===== src/adcctl_regs.svh =====
`ifndef ADCCTL_REGS_SVH
`define ADCCTL_REGS_SVH
// Notes on behaviour
// - Selector 110/111: external pin rising/falling edge starts.
// - Selector 100: 16-bit timer overflow starts conversion.
// - Left justify: bits 9:2 high, 1:0 low[7:6].
// - Right justify: bits 9:8 high[1:0], 7:0 low.
// - Hold capacitor never discharged between conversions.
// - Measurement start opens hold-to-sensor connection.
// - Pre-charge biases hold and drives sensor path.
// - Pre-charge end: bias off, hold reconnected, acquire.
// - After acquisition, settled hold voltage is converted.
// - Optional second pass with swapped pre-charge levels.
// - Separate result storage for both samples.
// - Both converters sequence independently at once.
// - Pre-charge lasts 1..127 cycles; zero skips it.
// - Acquisition 1..127 cycles, after pre-charge or start.
// - Completion clears go, sets done flag, stores result.
// - Second conversion begins two cycles after first.

// ==========================================================
// Register byte offsets.
`define ADCCTL_OFS_CH1      8'h00
`define ADCCTL_OFS_CH2      8'h04
`define ADCCTL_OFS_COMMON   8'h08
`define ADCCTL_OFS_TRIG     8'h0c
`define ADCCTL_OFS_CFG1     8'h10
`define ADCCTL_OFS_CFG2     8'h14
`define ADCCTL_OFS_PRE1     8'h18
`define ADCCTL_OFS_ACQ1     8'h1c
`define ADCCTL_OFS_PRE2     8'h20
`define ADCCTL_OFS_ACQ2     8'h24
`define ADCCTL_OFS_RES1_0H  8'h28
`define ADCCTL_OFS_RES1_0L  8'h2c
`define ADCCTL_OFS_RES1_1H  8'h30
`define ADCCTL_OFS_RES1_1L  8'h34
`define ADCCTL_OFS_RES2_0H  8'h38
`define ADCCTL_OFS_RES2_0L  8'h3c
`define ADCCTL_OFS_RES2_1H  8'h40
`define ADCCTL_OFS_RES2_1L  8'h44
`define ADCCTL_OFS_STATUS   8'h48

// ==========================================================
// Field positions.
`define ADCCTL_CH_ON        0
`define ADCCTL_CH_GO        1
`define ADCCTL_CH_SEL_LSB   2
`define ADCCTL_COM_PREF_LSB 0
`define ADCCTL_COM_GO_ALL   2
`define ADCCTL_COM_CLK_LSB  4
`define ADCCTL_COM_JUSTIFY  7
`define ADCCTL_TRIG_LSB     4
`define ADCCTL_CFG_DOUBLE   0
`define ADCCTL_CFG_INVERT   1
`define ADCCTL_CFG_HOLD_POL 2
`define ADCCTL_CFG_PAD_POL  3

// ==========================================================
// Reset values and timing counts.
`define ADCCTL_RST_BYTE     8'h00
`define ADCCTL_RST_RESULT   10'h000
`define ADCCTL_GAP_CYCLES   7'h02
`endif


===== src/adcctl_pkg.sv =====
package adcctl_pkg;

	typedef enum logic [2:0] {
		ADCCTL_IDLE = 3'b000,
		ADCCTL_PRE  = 3'b001,
		ADCCTL_ACQ  = 3'b010,
		ADCCTL_CONV = 3'b011,
		ADCCTL_GAP  = 3'b100
	} adcctl_state_t;

	typedef enum logic [2:0] {
		ADCCTL_TRIG_NONE  = 3'b000,
		ADCCTL_TRIG_RSV1  = 3'b001,
		ADCCTL_TRIG_RSV2  = 3'b010,
		ADCCTL_TRIG_TMR8  = 3'b011,
		ADCCTL_TRIG_TMR16 = 3'b100,
		ADCCTL_TRIG_PER   = 3'b101,
		ADCCTL_TRIG_RISE  = 3'b110,
		ADCCTL_TRIG_FALL  = 3'b111
	} adcctl_trig_t;

	// Result handed back by the analog converter.
	typedef struct packed {
		logic       done;
		logic [9:0] conversion_result;
	} adcctl_conv_in_t;

	// Control of the sample path, hold capacitor and sensor pad.
	typedef struct packed {
		logic [4:0] channel;
		logic       converter_on;
		logic       mux_closed;
		logic       hold_bias_en;
		logic       hold_bias_high;
		logic       pad_drive_en;
		logic       pad_drive_high;
		logic       convert_start;
	} adcctl_pad_ctl_t;

endpackage


===== src/adcctl_top.sv =====
// Implementation choices: the APB slave port and the register addresses.
`timescale 1ns/1ps
`include "adcctl_regs.svh"

module adcctl_top
	import adcctl_pkg::*;
(
	input  wire logic                  pclk,
	input  wire logic                  presetn,
	input  wire logic                  psel,
	input  wire logic                  penable,
	input  wire logic                  pwrite,
	input  wire logic [7:0]            paddr,
	input  wire logic [31:0]           pwdata,
	output logic      [31:0]           prdata,
	output logic                       pready,
	output logic                       pslverr,
	input  wire logic                  timer8_overflow,
	input  wire logic                  timer16_overflow,
	input  wire logic                  period_match,
	input  wire logic                  external_trigger_pin,
	input  wire adcctl_conv_in_t [1:0] conv_in,
	output adcctl_pad_ctl_t    [1:0]   pad_ctl,
	output logic      [2:0]            conversion_clock_select,
	output logic      [1:0]            positive_reference_select
);

	// ==========================================================
	// Register storage.
	logic          [7:0] ch_reg   [2];
	logic          [3:0] cfg_reg  [2];
	logic          [6:0] pre_reg  [2];
	logic          [6:0] acq_reg  [2];
	logic          [9:0] res_reg  [2][2];
	logic          [1:0] done_reg;
	logic          [1:0] go_reg;
	logic          [7:0] com_reg;
	logic          [2:0] trig_reg;
	logic                ext_prev_reg;
	adcctl_state_t       state_reg [2];
	logic          [6:0] cnt_reg   [2];
	logic          [1:0] samp_reg;
	logic          [1:0] conv_seen_reg;
	logic         [31:0] prdata_reg;

	logic                wr;
	logic                trig_event;
	logic          [1:0] finish;
	logic          [1:0] abort;
	logic                justify;

	assign wr      = psel && penable && pwrite;
	assign justify = com_reg[`ADCCTL_COM_JUSTIFY];

	assign conversion_clock_select   = com_reg[`ADCCTL_COM_CLK_LSB +: 3];
	assign positive_reference_select = com_reg[`ADCCTL_COM_PREF_LSB +: 2];

	// ==========================================================
	// Common and trigger registers.
	always_ff @(posedge pclk or negedge presetn) begin
		if (!presetn) begin
			com_reg  <= `ADCCTL_RST_BYTE;
			trig_reg <= 3'h0;
		end else if (wr) begin
			if (paddr == `ADCCTL_OFS_COMMON) begin
				// The go-all bit is not stored; it reads back as the OR of go bits.
				com_reg <= pwdata[7:0] & 8'hf3;
			end
			if (paddr == `ADCCTL_OFS_TRIG) begin
				trig_reg <= pwdata[`ADCCTL_TRIG_LSB +: 3];
			end
		end
	end

	// ==========================================================
	// Auto-conversion trigger selection.
	always_ff @(posedge pclk or negedge presetn) begin
		if (!presetn) begin
			ext_prev_reg <= 1'b0;
		end else begin
			ext_prev_reg <= external_trigger_pin;
		end
	end

	always_comb begin
		case (adcctl_trig_t'(trig_reg))
			ADCCTL_TRIG_TMR8:  trig_event = timer8_overflow;
			ADCCTL_TRIG_TMR16: trig_event = timer16_overflow;
			ADCCTL_TRIG_PER:   trig_event = period_match;
			ADCCTL_TRIG_RISE:  trig_event = external_trigger_pin && !ext_prev_reg;
			ADCCTL_TRIG_FALL:  trig_event = !external_trigger_pin && ext_prev_reg;
			default:           trig_event = 1'b0;
		endcase
	end

	// ==========================================================
	// Per-converter sequencers, fully independent of each other.
	genvar gi;
	generate
		for (gi = 0; gi < 2; gi++) begin : g_conv
			logic [7:0]    ofs_ch;
			logic [7:0]    ofs_cfg;
			logic [7:0]    ofs_pre;
			logic [7:0]    ofs_acq;
			logic          on;
			logic          wr_ch;
			logic          set_go;
			logic          inv_now;
			logic          is_double;
			adcctl_state_t first_state;
			logic [6:0]    first_cnt;

			assign ofs_ch  = (gi == 0) ? `ADCCTL_OFS_CH1  : `ADCCTL_OFS_CH2;
			assign ofs_cfg = (gi == 0) ? `ADCCTL_OFS_CFG1 : `ADCCTL_OFS_CFG2;
			assign ofs_pre = (gi == 0) ? `ADCCTL_OFS_PRE1 : `ADCCTL_OFS_PRE2;
			assign ofs_acq = (gi == 0) ? `ADCCTL_OFS_ACQ1 : `ADCCTL_OFS_ACQ2;

			assign on        = ch_reg[gi][`ADCCTL_CH_ON];
			assign wr_ch     = wr && (paddr == ofs_ch);
			assign is_double = cfg_reg[gi][`ADCCTL_CFG_DOUBLE];
			assign inv_now   = cfg_reg[gi][`ADCCTL_CFG_INVERT] && samp_reg[gi];
			assign set_go    = on && (trig_event
				|| (wr && paddr == `ADCCTL_OFS_COMMON && pwdata[`ADCCTL_COM_GO_ALL])
				|| (wr_ch && pwdata[`ADCCTL_CH_GO]));

			assign finish[gi] = (state_reg[gi] == ADCCTL_CONV) && conv_in[gi].done
				&& !(is_double && !samp_reg[gi]);
			assign abort[gi]  = (state_reg[gi] != ADCCTL_IDLE) && !go_reg[gi];

			// Zero pre-charge skips straight to acquisition, zero acquisition to conversion.
			always_comb begin
				if (pre_reg[gi] != 7'h00) begin
					first_state = ADCCTL_PRE;
					first_cnt   = pre_reg[gi];
				end else if (acq_reg[gi] != 7'h00) begin
					first_state = ADCCTL_ACQ;
					first_cnt   = acq_reg[gi];
				end else begin
					first_state = ADCCTL_CONV;
					first_cnt   = 7'h00;
				end
			end

			always_ff @(posedge pclk or negedge presetn) begin
				if (!presetn) begin
					ch_reg[gi]  <= `ADCCTL_RST_BYTE;
					cfg_reg[gi] <= 4'h0;
					pre_reg[gi] <= 7'h00;
					acq_reg[gi] <= 7'h00;
				end else if (wr) begin
					if (paddr == ofs_ch) begin
						// Go is kept in its own flop; bit 7 is unimplemented.
						ch_reg[gi] <= pwdata[7:0] & 8'h7d;
					end
					if (paddr == ofs_cfg) begin
						cfg_reg[gi] <= pwdata[3:0];
					end
					if (paddr == ofs_pre) begin
						pre_reg[gi] <= pwdata[6:0];
					end
					if (paddr == ofs_acq) begin
						acq_reg[gi] <= pwdata[6:0];
					end
				end
			end

			// A new start beats completion in the same cycle so no trigger is lost.
			always_ff @(posedge pclk or negedge presetn) begin
				if (!presetn) begin
					go_reg[gi] <= 1'b0;
				end else if (!on) begin
					go_reg[gi] <= 1'b0;
				end else if (set_go) begin
					go_reg[gi] <= 1'b1;
				end else if (wr_ch) begin
					go_reg[gi] <= 1'b0;
				end else if (finish[gi]) begin
					go_reg[gi] <= 1'b0;
				end
			end

			always_ff @(posedge pclk or negedge presetn) begin
				if (!presetn) begin
					state_reg[gi] <= ADCCTL_IDLE;
					cnt_reg[gi]   <= 7'h00;
					samp_reg[gi]  <= 1'b0;
				end else if (!on || abort[gi]) begin
					state_reg[gi] <= ADCCTL_IDLE;
					samp_reg[gi]  <= 1'b0;
				end else begin
					case (state_reg[gi])
						ADCCTL_IDLE: begin
							if (go_reg[gi]) begin
								state_reg[gi] <= first_state;
								cnt_reg[gi]   <= first_cnt;
								samp_reg[gi]  <= 1'b0;
							end
						end
						ADCCTL_PRE: begin
							if (cnt_reg[gi] == 7'h01) begin
								if (acq_reg[gi] != 7'h00) begin
									state_reg[gi] <= ADCCTL_ACQ;
									cnt_reg[gi]   <= acq_reg[gi];
								end else begin
									state_reg[gi] <= ADCCTL_CONV;
								end
							end else begin
								cnt_reg[gi] <= cnt_reg[gi] - 7'h01;
							end
						end
						ADCCTL_ACQ: begin
							if (cnt_reg[gi] == 7'h01) begin
								state_reg[gi] <= ADCCTL_CONV;
							end else begin
								cnt_reg[gi] <= cnt_reg[gi] - 7'h01;
							end
						end
						ADCCTL_CONV: begin
							if (conv_in[gi].done) begin
								if (is_double && !samp_reg[gi]) begin
									state_reg[gi] <= ADCCTL_GAP;
									cnt_reg[gi]   <= `ADCCTL_GAP_CYCLES;
									samp_reg[gi]  <= 1'b1;
								end else begin
									state_reg[gi] <= ADCCTL_IDLE;
									samp_reg[gi]  <= 1'b0;
								end
							end
						end
						ADCCTL_GAP: begin
							if (cnt_reg[gi] == 7'h01) begin
								state_reg[gi] <= first_state;
								cnt_reg[gi]   <= first_cnt;
							end else begin
								cnt_reg[gi] <= cnt_reg[gi] - 7'h01;
							end
						end
						default: begin
							state_reg[gi] <= ADCCTL_IDLE;
						end
					endcase
				end
			end

			// An aborted conversion still leaves its partial code in the result slot.
			always_ff @(posedge pclk or negedge presetn) begin
				if (!presetn) begin
					res_reg[gi][0] <= `ADCCTL_RST_RESULT;
					res_reg[gi][1] <= `ADCCTL_RST_RESULT;
				end else if (state_reg[gi] == ADCCTL_CONV && (conv_in[gi].done || abort[gi])) begin
					res_reg[gi][samp_reg[gi]] <= conv_in[gi].conversion_result;
				end
			end

			// Sticky done flag: write one to clear, a new completion wins.
			always_ff @(posedge pclk or negedge presetn) begin
				if (!presetn) begin
					done_reg[gi] <= 1'b0;
				end else if (finish[gi] && !abort[gi]) begin
					done_reg[gi] <= 1'b1;
				end else if (wr && paddr == `ADCCTL_OFS_STATUS && pwdata[gi]) begin
					done_reg[gi] <= 1'b0;
				end
			end

			always_ff @(posedge pclk or negedge presetn) begin
				if (!presetn) begin
					conv_seen_reg[gi] <= 1'b0;
				end else begin
					conv_seen_reg[gi] <= (state_reg[gi] == ADCCTL_CONV);
				end
			end

			// Outside pre-charge no bias path is ever on, so the hold charge stays put.
			always_comb begin
				pad_ctl[gi].channel        = ch_reg[gi][`ADCCTL_CH_SEL_LSB +: 5];
				pad_ctl[gi].converter_on   = on;
				pad_ctl[gi].mux_closed     = on && (state_reg[gi] != ADCCTL_PRE);
				pad_ctl[gi].hold_bias_en   = (state_reg[gi] == ADCCTL_PRE);
				pad_ctl[gi].hold_bias_high = cfg_reg[gi][`ADCCTL_CFG_HOLD_POL] ^ inv_now;
				pad_ctl[gi].pad_drive_en   = (state_reg[gi] == ADCCTL_PRE);
				pad_ctl[gi].pad_drive_high = cfg_reg[gi][`ADCCTL_CFG_PAD_POL] ^ inv_now;
				pad_ctl[gi].convert_start  = (state_reg[gi] == ADCCTL_CONV) && !conv_seen_reg[gi];
			end
		end
	endgenerate

	// ==========================================================
	// Result byte formatting.
	function automatic logic [7:0] adcctl_res_high(input logic [9:0] r, input logic j);
		adcctl_res_high = j ? {6'h00, r[9:8]} : r[9:2];
	endfunction

	function automatic logic [7:0] adcctl_res_low(input logic [9:0] r, input logic j);
		adcctl_res_low = j ? r[7:0] : {r[1:0], 6'h00};
	endfunction

	// ==========================================================
	// APB read path: data is captured in the setup cycle, no wait states.
	logic [7:0] rd_byte;
	logic       rd_hit;

	always_comb begin
		rd_hit  = 1'b1;
		rd_byte = 8'h00;
		case (paddr)
			`ADCCTL_OFS_CH1:     rd_byte = ch_reg[0] | {6'h00, go_reg[0], 1'b0};
			`ADCCTL_OFS_CH2:     rd_byte = ch_reg[1] | {6'h00, go_reg[1], 1'b0};
			`ADCCTL_OFS_COMMON:  rd_byte = com_reg | {5'h00, |go_reg, 2'h0};
			`ADCCTL_OFS_TRIG:    rd_byte = {1'b0, trig_reg, 4'h0};
			`ADCCTL_OFS_CFG1:    rd_byte = {4'h0, cfg_reg[0]};
			`ADCCTL_OFS_CFG2:    rd_byte = {4'h0, cfg_reg[1]};
			`ADCCTL_OFS_PRE1:    rd_byte = {1'b0, pre_reg[0]};
			`ADCCTL_OFS_ACQ1:    rd_byte = {1'b0, acq_reg[0]};
			`ADCCTL_OFS_PRE2:    rd_byte = {1'b0, pre_reg[1]};
			`ADCCTL_OFS_ACQ2:    rd_byte = {1'b0, acq_reg[1]};
			`ADCCTL_OFS_RES1_0H: rd_byte = adcctl_res_high(res_reg[0][0], justify);
			`ADCCTL_OFS_RES1_0L: rd_byte = adcctl_res_low(res_reg[0][0], justify);
			`ADCCTL_OFS_RES1_1H: rd_byte = adcctl_res_high(res_reg[0][1], justify);
			`ADCCTL_OFS_RES1_1L: rd_byte = adcctl_res_low(res_reg[0][1], justify);
			`ADCCTL_OFS_RES2_0H: rd_byte = adcctl_res_high(res_reg[1][0], justify);
			`ADCCTL_OFS_RES2_0L: rd_byte = adcctl_res_low(res_reg[1][0], justify);
			`ADCCTL_OFS_RES2_1H: rd_byte = adcctl_res_high(res_reg[1][1], justify);
			`ADCCTL_OFS_RES2_1L: rd_byte = adcctl_res_low(res_reg[1][1], justify);
			`ADCCTL_OFS_STATUS:  rd_byte = {state_reg[1], state_reg[0], done_reg};
			default:             rd_hit  = 1'b0;
		endcase
	end

	always_ff @(posedge pclk or negedge presetn) begin
		if (!presetn) begin
			prdata_reg <= 32'h0000_0000;
		end else if (psel && !penable && !pwrite) begin
			prdata_reg <= {24'h00_0000, rd_byte};
		end
	end

	assign prdata  = prdata_reg;
	assign pready  = 1'b1;
	assign pslverr = psel && penable && !rd_hit;

endmodule // adcctl_top


===== config.mk =====
export PLATFORM = sky130hd
export DESIGN_NAME = adcctl_top
export DESIGN_NICKNAME = d
export VERILOG_FILES = /design/src/adcctl_pkg.sv /design/src/adcctl_top.sv
export VERILOG_INCLUDE_DIRS = /design/src /design/src/src
export SDC_FILE = /design/constraint.sdc
export NUM_CORES = 1
export LEC_CHECK = 0
export BUFFER_PORTS_ARGS = -buffer_cell sky130_fd_sc_hd__buf_4
export CAP_MARGIN = 20
export CORE_MARGIN = 10
export CORE_UTILIZATION = 50
export CTS_BUF_LIST = sky130_fd_sc_hd__clkbuf_2 sky130_fd_sc_hd__clkbuf_4 sky130_fd_sc_hd__clkbuf_8
export CTS_CLUSTER_SIZE = 12
export DETAILED_ROUTE_END_ITERATION = 10
export PLACE_DENSITY = 0.75
export SLEW_MARGIN = 5
export SYNTH_ARGS = -nofsm -noshare
export SYNTH_HDL_FRONTEND = slang
export SYNTH_SLANG_ARGS = --single-unit

===== constraint.sdc =====
create_clock -name pclk -period 2.5 [get_ports pclk]
set_input_delay 0.75 -clock pclk [delete_from_list [all_inputs] [get_ports pclk]]
set_output_delay 0.75 -clock pclk [all_outputs]
set_load 0.02 [all_outputs]

==> out/results.ini <==
[outcome]
outcome=finished with violations
violations=negative setup slack

[worst_setup_path]
cp.required_ns=1.75
startpoint_type=primary input
cp_slowest_stage_delay_ns=0.38
worst-endpoint-arrival_ns=1.98
rr_endpoint=state_reg[5]
crit_fanout=3
slowest_stage=or3_4
r2r_setup_slack_ns=0.20
r2r-start=cnt_reg[8]
reg2reg_depth=8
path_class=in2out
crit_path_end_kind=output pin
worstPathCellList=buf_8, or3_4, a2111oi_4, a221oi_4, and3_4, buf_6

[timing]
fmax_mhz=367
final.period_utilization_pct=109
hold_viol_final=0
fin_crit_ns=2.73
clock_skew_ns=0.0121
slew_violations=0
fin_ws_ns=-0.226
rsz0062_at_grt=true
fin_tns_setup_ns=-0.226
finalSetupViolCount=1
max-slew-margin-rel_pct=61.8
tightest_slew_ns=0.571

[drt]
drtIter0Drc=708
drt_pass1_iterations=7
wirelength_um=26500
drcViolationCount=0
ant_nets=0
avgViaCountPerCell=6.11
post_drt_wl_per_cell_um=21.7
num_vias=7450

[flow_run]
max_cap_violations=0

[grt]
grt_pass1_wl_um=41400
grt_use_total_pct=23.6
grt_pass1_vias=7366
antenna_found_initial=0
grt_overflow_total=0
grt_max_degree=52

[finish]
final_nets=1064
area_growth_pct=21.1
fillers=1427
drive_gt1_share_pct=35.7
largest_reg_flops=40
num_antenna_cells=0

[logic_synthesis]
synth-compound-area-share_pct=17.2
synth_seq_cells=134
synthArstFlopShare_pct=100
ys.flop_type=dfrtp_1
yosys.area_share.simple_pct=17.2
synthCells=849
seq_area_frac_synth_pct=40.2
synth_fa_ha_area_share_pct=0.720
yosysWarningCount=0
synth_top_family_by_area=multiplexers
synth-edff-count=0
synthXorXnorAreaFrac_pct=0.420
yosysUniqueCellTypes=74
synthMuxAreaShare_pct=18.2
synth_area_mm2=0.00834
syn_avg_cell_area_um2=9.82

[floorplanning]
dieWidth_um=149
die_area_mm2=0.0222
die_h_um=149
core_mm2=0.0165
rows=47
start_util_pct=50.7
io_pins=134

[placement]
place.gp.congestion=0.993
io_buffers=84
dp_hpwl_um=20500

[power_and_ir_drop]
powerDensity_mw_per_mm2=447
power_mw=4.51
peakVddDrop_uv=308
leakage_nw=4.59

[clocking]
cts_tree=built
clockBufferDepth=2
clock_latency_ns=0.45
clkTransAtPathRegs_ns=0.08
clock-sinks=134
cts_max_level=4
cts-root-buf=clkbuf_8
cts_buffers=17

[min_path]
min_path_type=in2async

critical path, delay by kind of cell:
family / cells / cell delay [ns]
AND/OR/NAND/NOR: 2 / 0.57
AO/OA/AOI/OAI: 2 / 0.43
buffers and inverters: 2 / 0.22
through the flow:
stage / std cells / setup WS (ns) / hold slack, ns / utilization [%] / area [µm²]
6_report: 1219 / -0.226 / 0.236 / 61.3 / 10100
2_1_floorplan: 872 / -0.0858 / 0.448 / - / 8450
3_3_place_gp: 1188 / -0.308 / 0.487 / 58.4 / 9610
4_1_cts: 1219 / -0.224 / 0.244 / 61.3 / 10100
5_1_grt: 1219 / -0.248 / 0.263 / 61.3 / 10100
3_5_place_dp: 1188 / -0.324 / 0.481 / 58.4 / 9610
layout make-up:
| cell class | instances | area [µm²] | share of cell area (%) |
|---|---|---|---|
| clock buffer | 21 | 277 | 2.74 |
| clock inverter | 8 | 103 | 1.02 |
| inverter | 20 | 75.1 | 0.743 |
| multi-input combinational | 643 | 4650 | 46.0 |
| sequential | 134 | 3350 | 33.2 |
| tap | 220 | 275 | 2.73 |
| timing repair buffer | 173 | 1370 | 13.5 |
cells by family (layout without fill, tap and decap cells):
family | after synthesis | in the layout
and+or+nand+nor | 271 | 271
other | 2 | 25
muxes | 135 | 135
adders and majority gates | 5 | 5
xor gates and xnor gates | 4 | 4
DFF | 134 | 134
AOI/OAI and AO/OA | 203 | 203
buffers and inverters | 95 | 222
cells in the final DEF (no fill, tap or decap), types with 13 or more instances in the layout:
cell / instances
inv_1: 20
conb_1: 25
a221oi_1: 13
mux2i_1: 23
nor2_1: 57
nand3_1: 26
a21oi_1: 38
clkbuf_8: 19
buf_4: 163
mux2_2: 110
o21ai_0: 46
nand2_1: 72
dfrtp_1: 133
nor3_1: 17
power breakdown:
part	switching [mW]	internal, mW	total (mW)
clock	0.849	0.941	1.79
sequential	0.0426	2.20	2.24
combinational	0.280	0.199	0.479
layer usage:
metal  wire length [µm]  vias up  track usage [%]  share of wire, %
li1                   -     3388                -                 -
met2              12100      340             36.5                46
met5                  0        -                0                 0
met3               1970       65             5.25               7.4
met1              11600     3657             31.4                44
met4                924        0             9.47               3.5
timing repair:
item | 4_1_cts | 5_1_grt
buffers inserted | 2 | 0
hold buffers | 0 | 0
endpoints found under the setup margin | 5 | 7
pin swaps | 5 | 1
gates resized for setup | 20 | 4
worst max-delay path by stage:
| stage | startpoint | end | slack, ns | depth (start not counted) |
|---|---|---|---|---|
| final | paddr[3] | pslverr | -0.23 | 6 |
| after global routing | paddr[3] | pslverr | -0.25 | 6 |
| after CTS | paddr[3] | pslverr | -0.22 | 6 |
| after detailed placement | paddr[5] | pslverr | -0.32 | 6 |
| after global placement | paddr[5] | pslverr | -0.31 | 6 |
| after floorplan | paddr[3] | pslverr | -0.09 | 5 |
synth_stat cells (7+ instances only):
cell type	n	area share, %
dfrtp_1	134	40
mux2_2	110	15
nand2_1	72	3.2
nor2_1	59	2.7
o21ai_0	48	2.9
a21oi_1	38	2.3
buf_4	33	3.0
nand3_1	26	1.6
mux2i_1	23	2.8
clkbuf_1	20	0.90
inv_1	20	0.90
buf_2	18	1.1
nor3_1	17	1.0
a221oi_1	14	1.5
a22o_1	12	1.3
a22oi_1	12	1.1
a32oi_1	11	1.2
and3_1	9	0.68
nor2b_1	9	0.68
nor4_1	9	0.68
nor2_2	8	0.60
o211ai_1	8	0.72
o22ai_1	7	0.53
No activity file was read; power rests on OpenSTA's default activity.
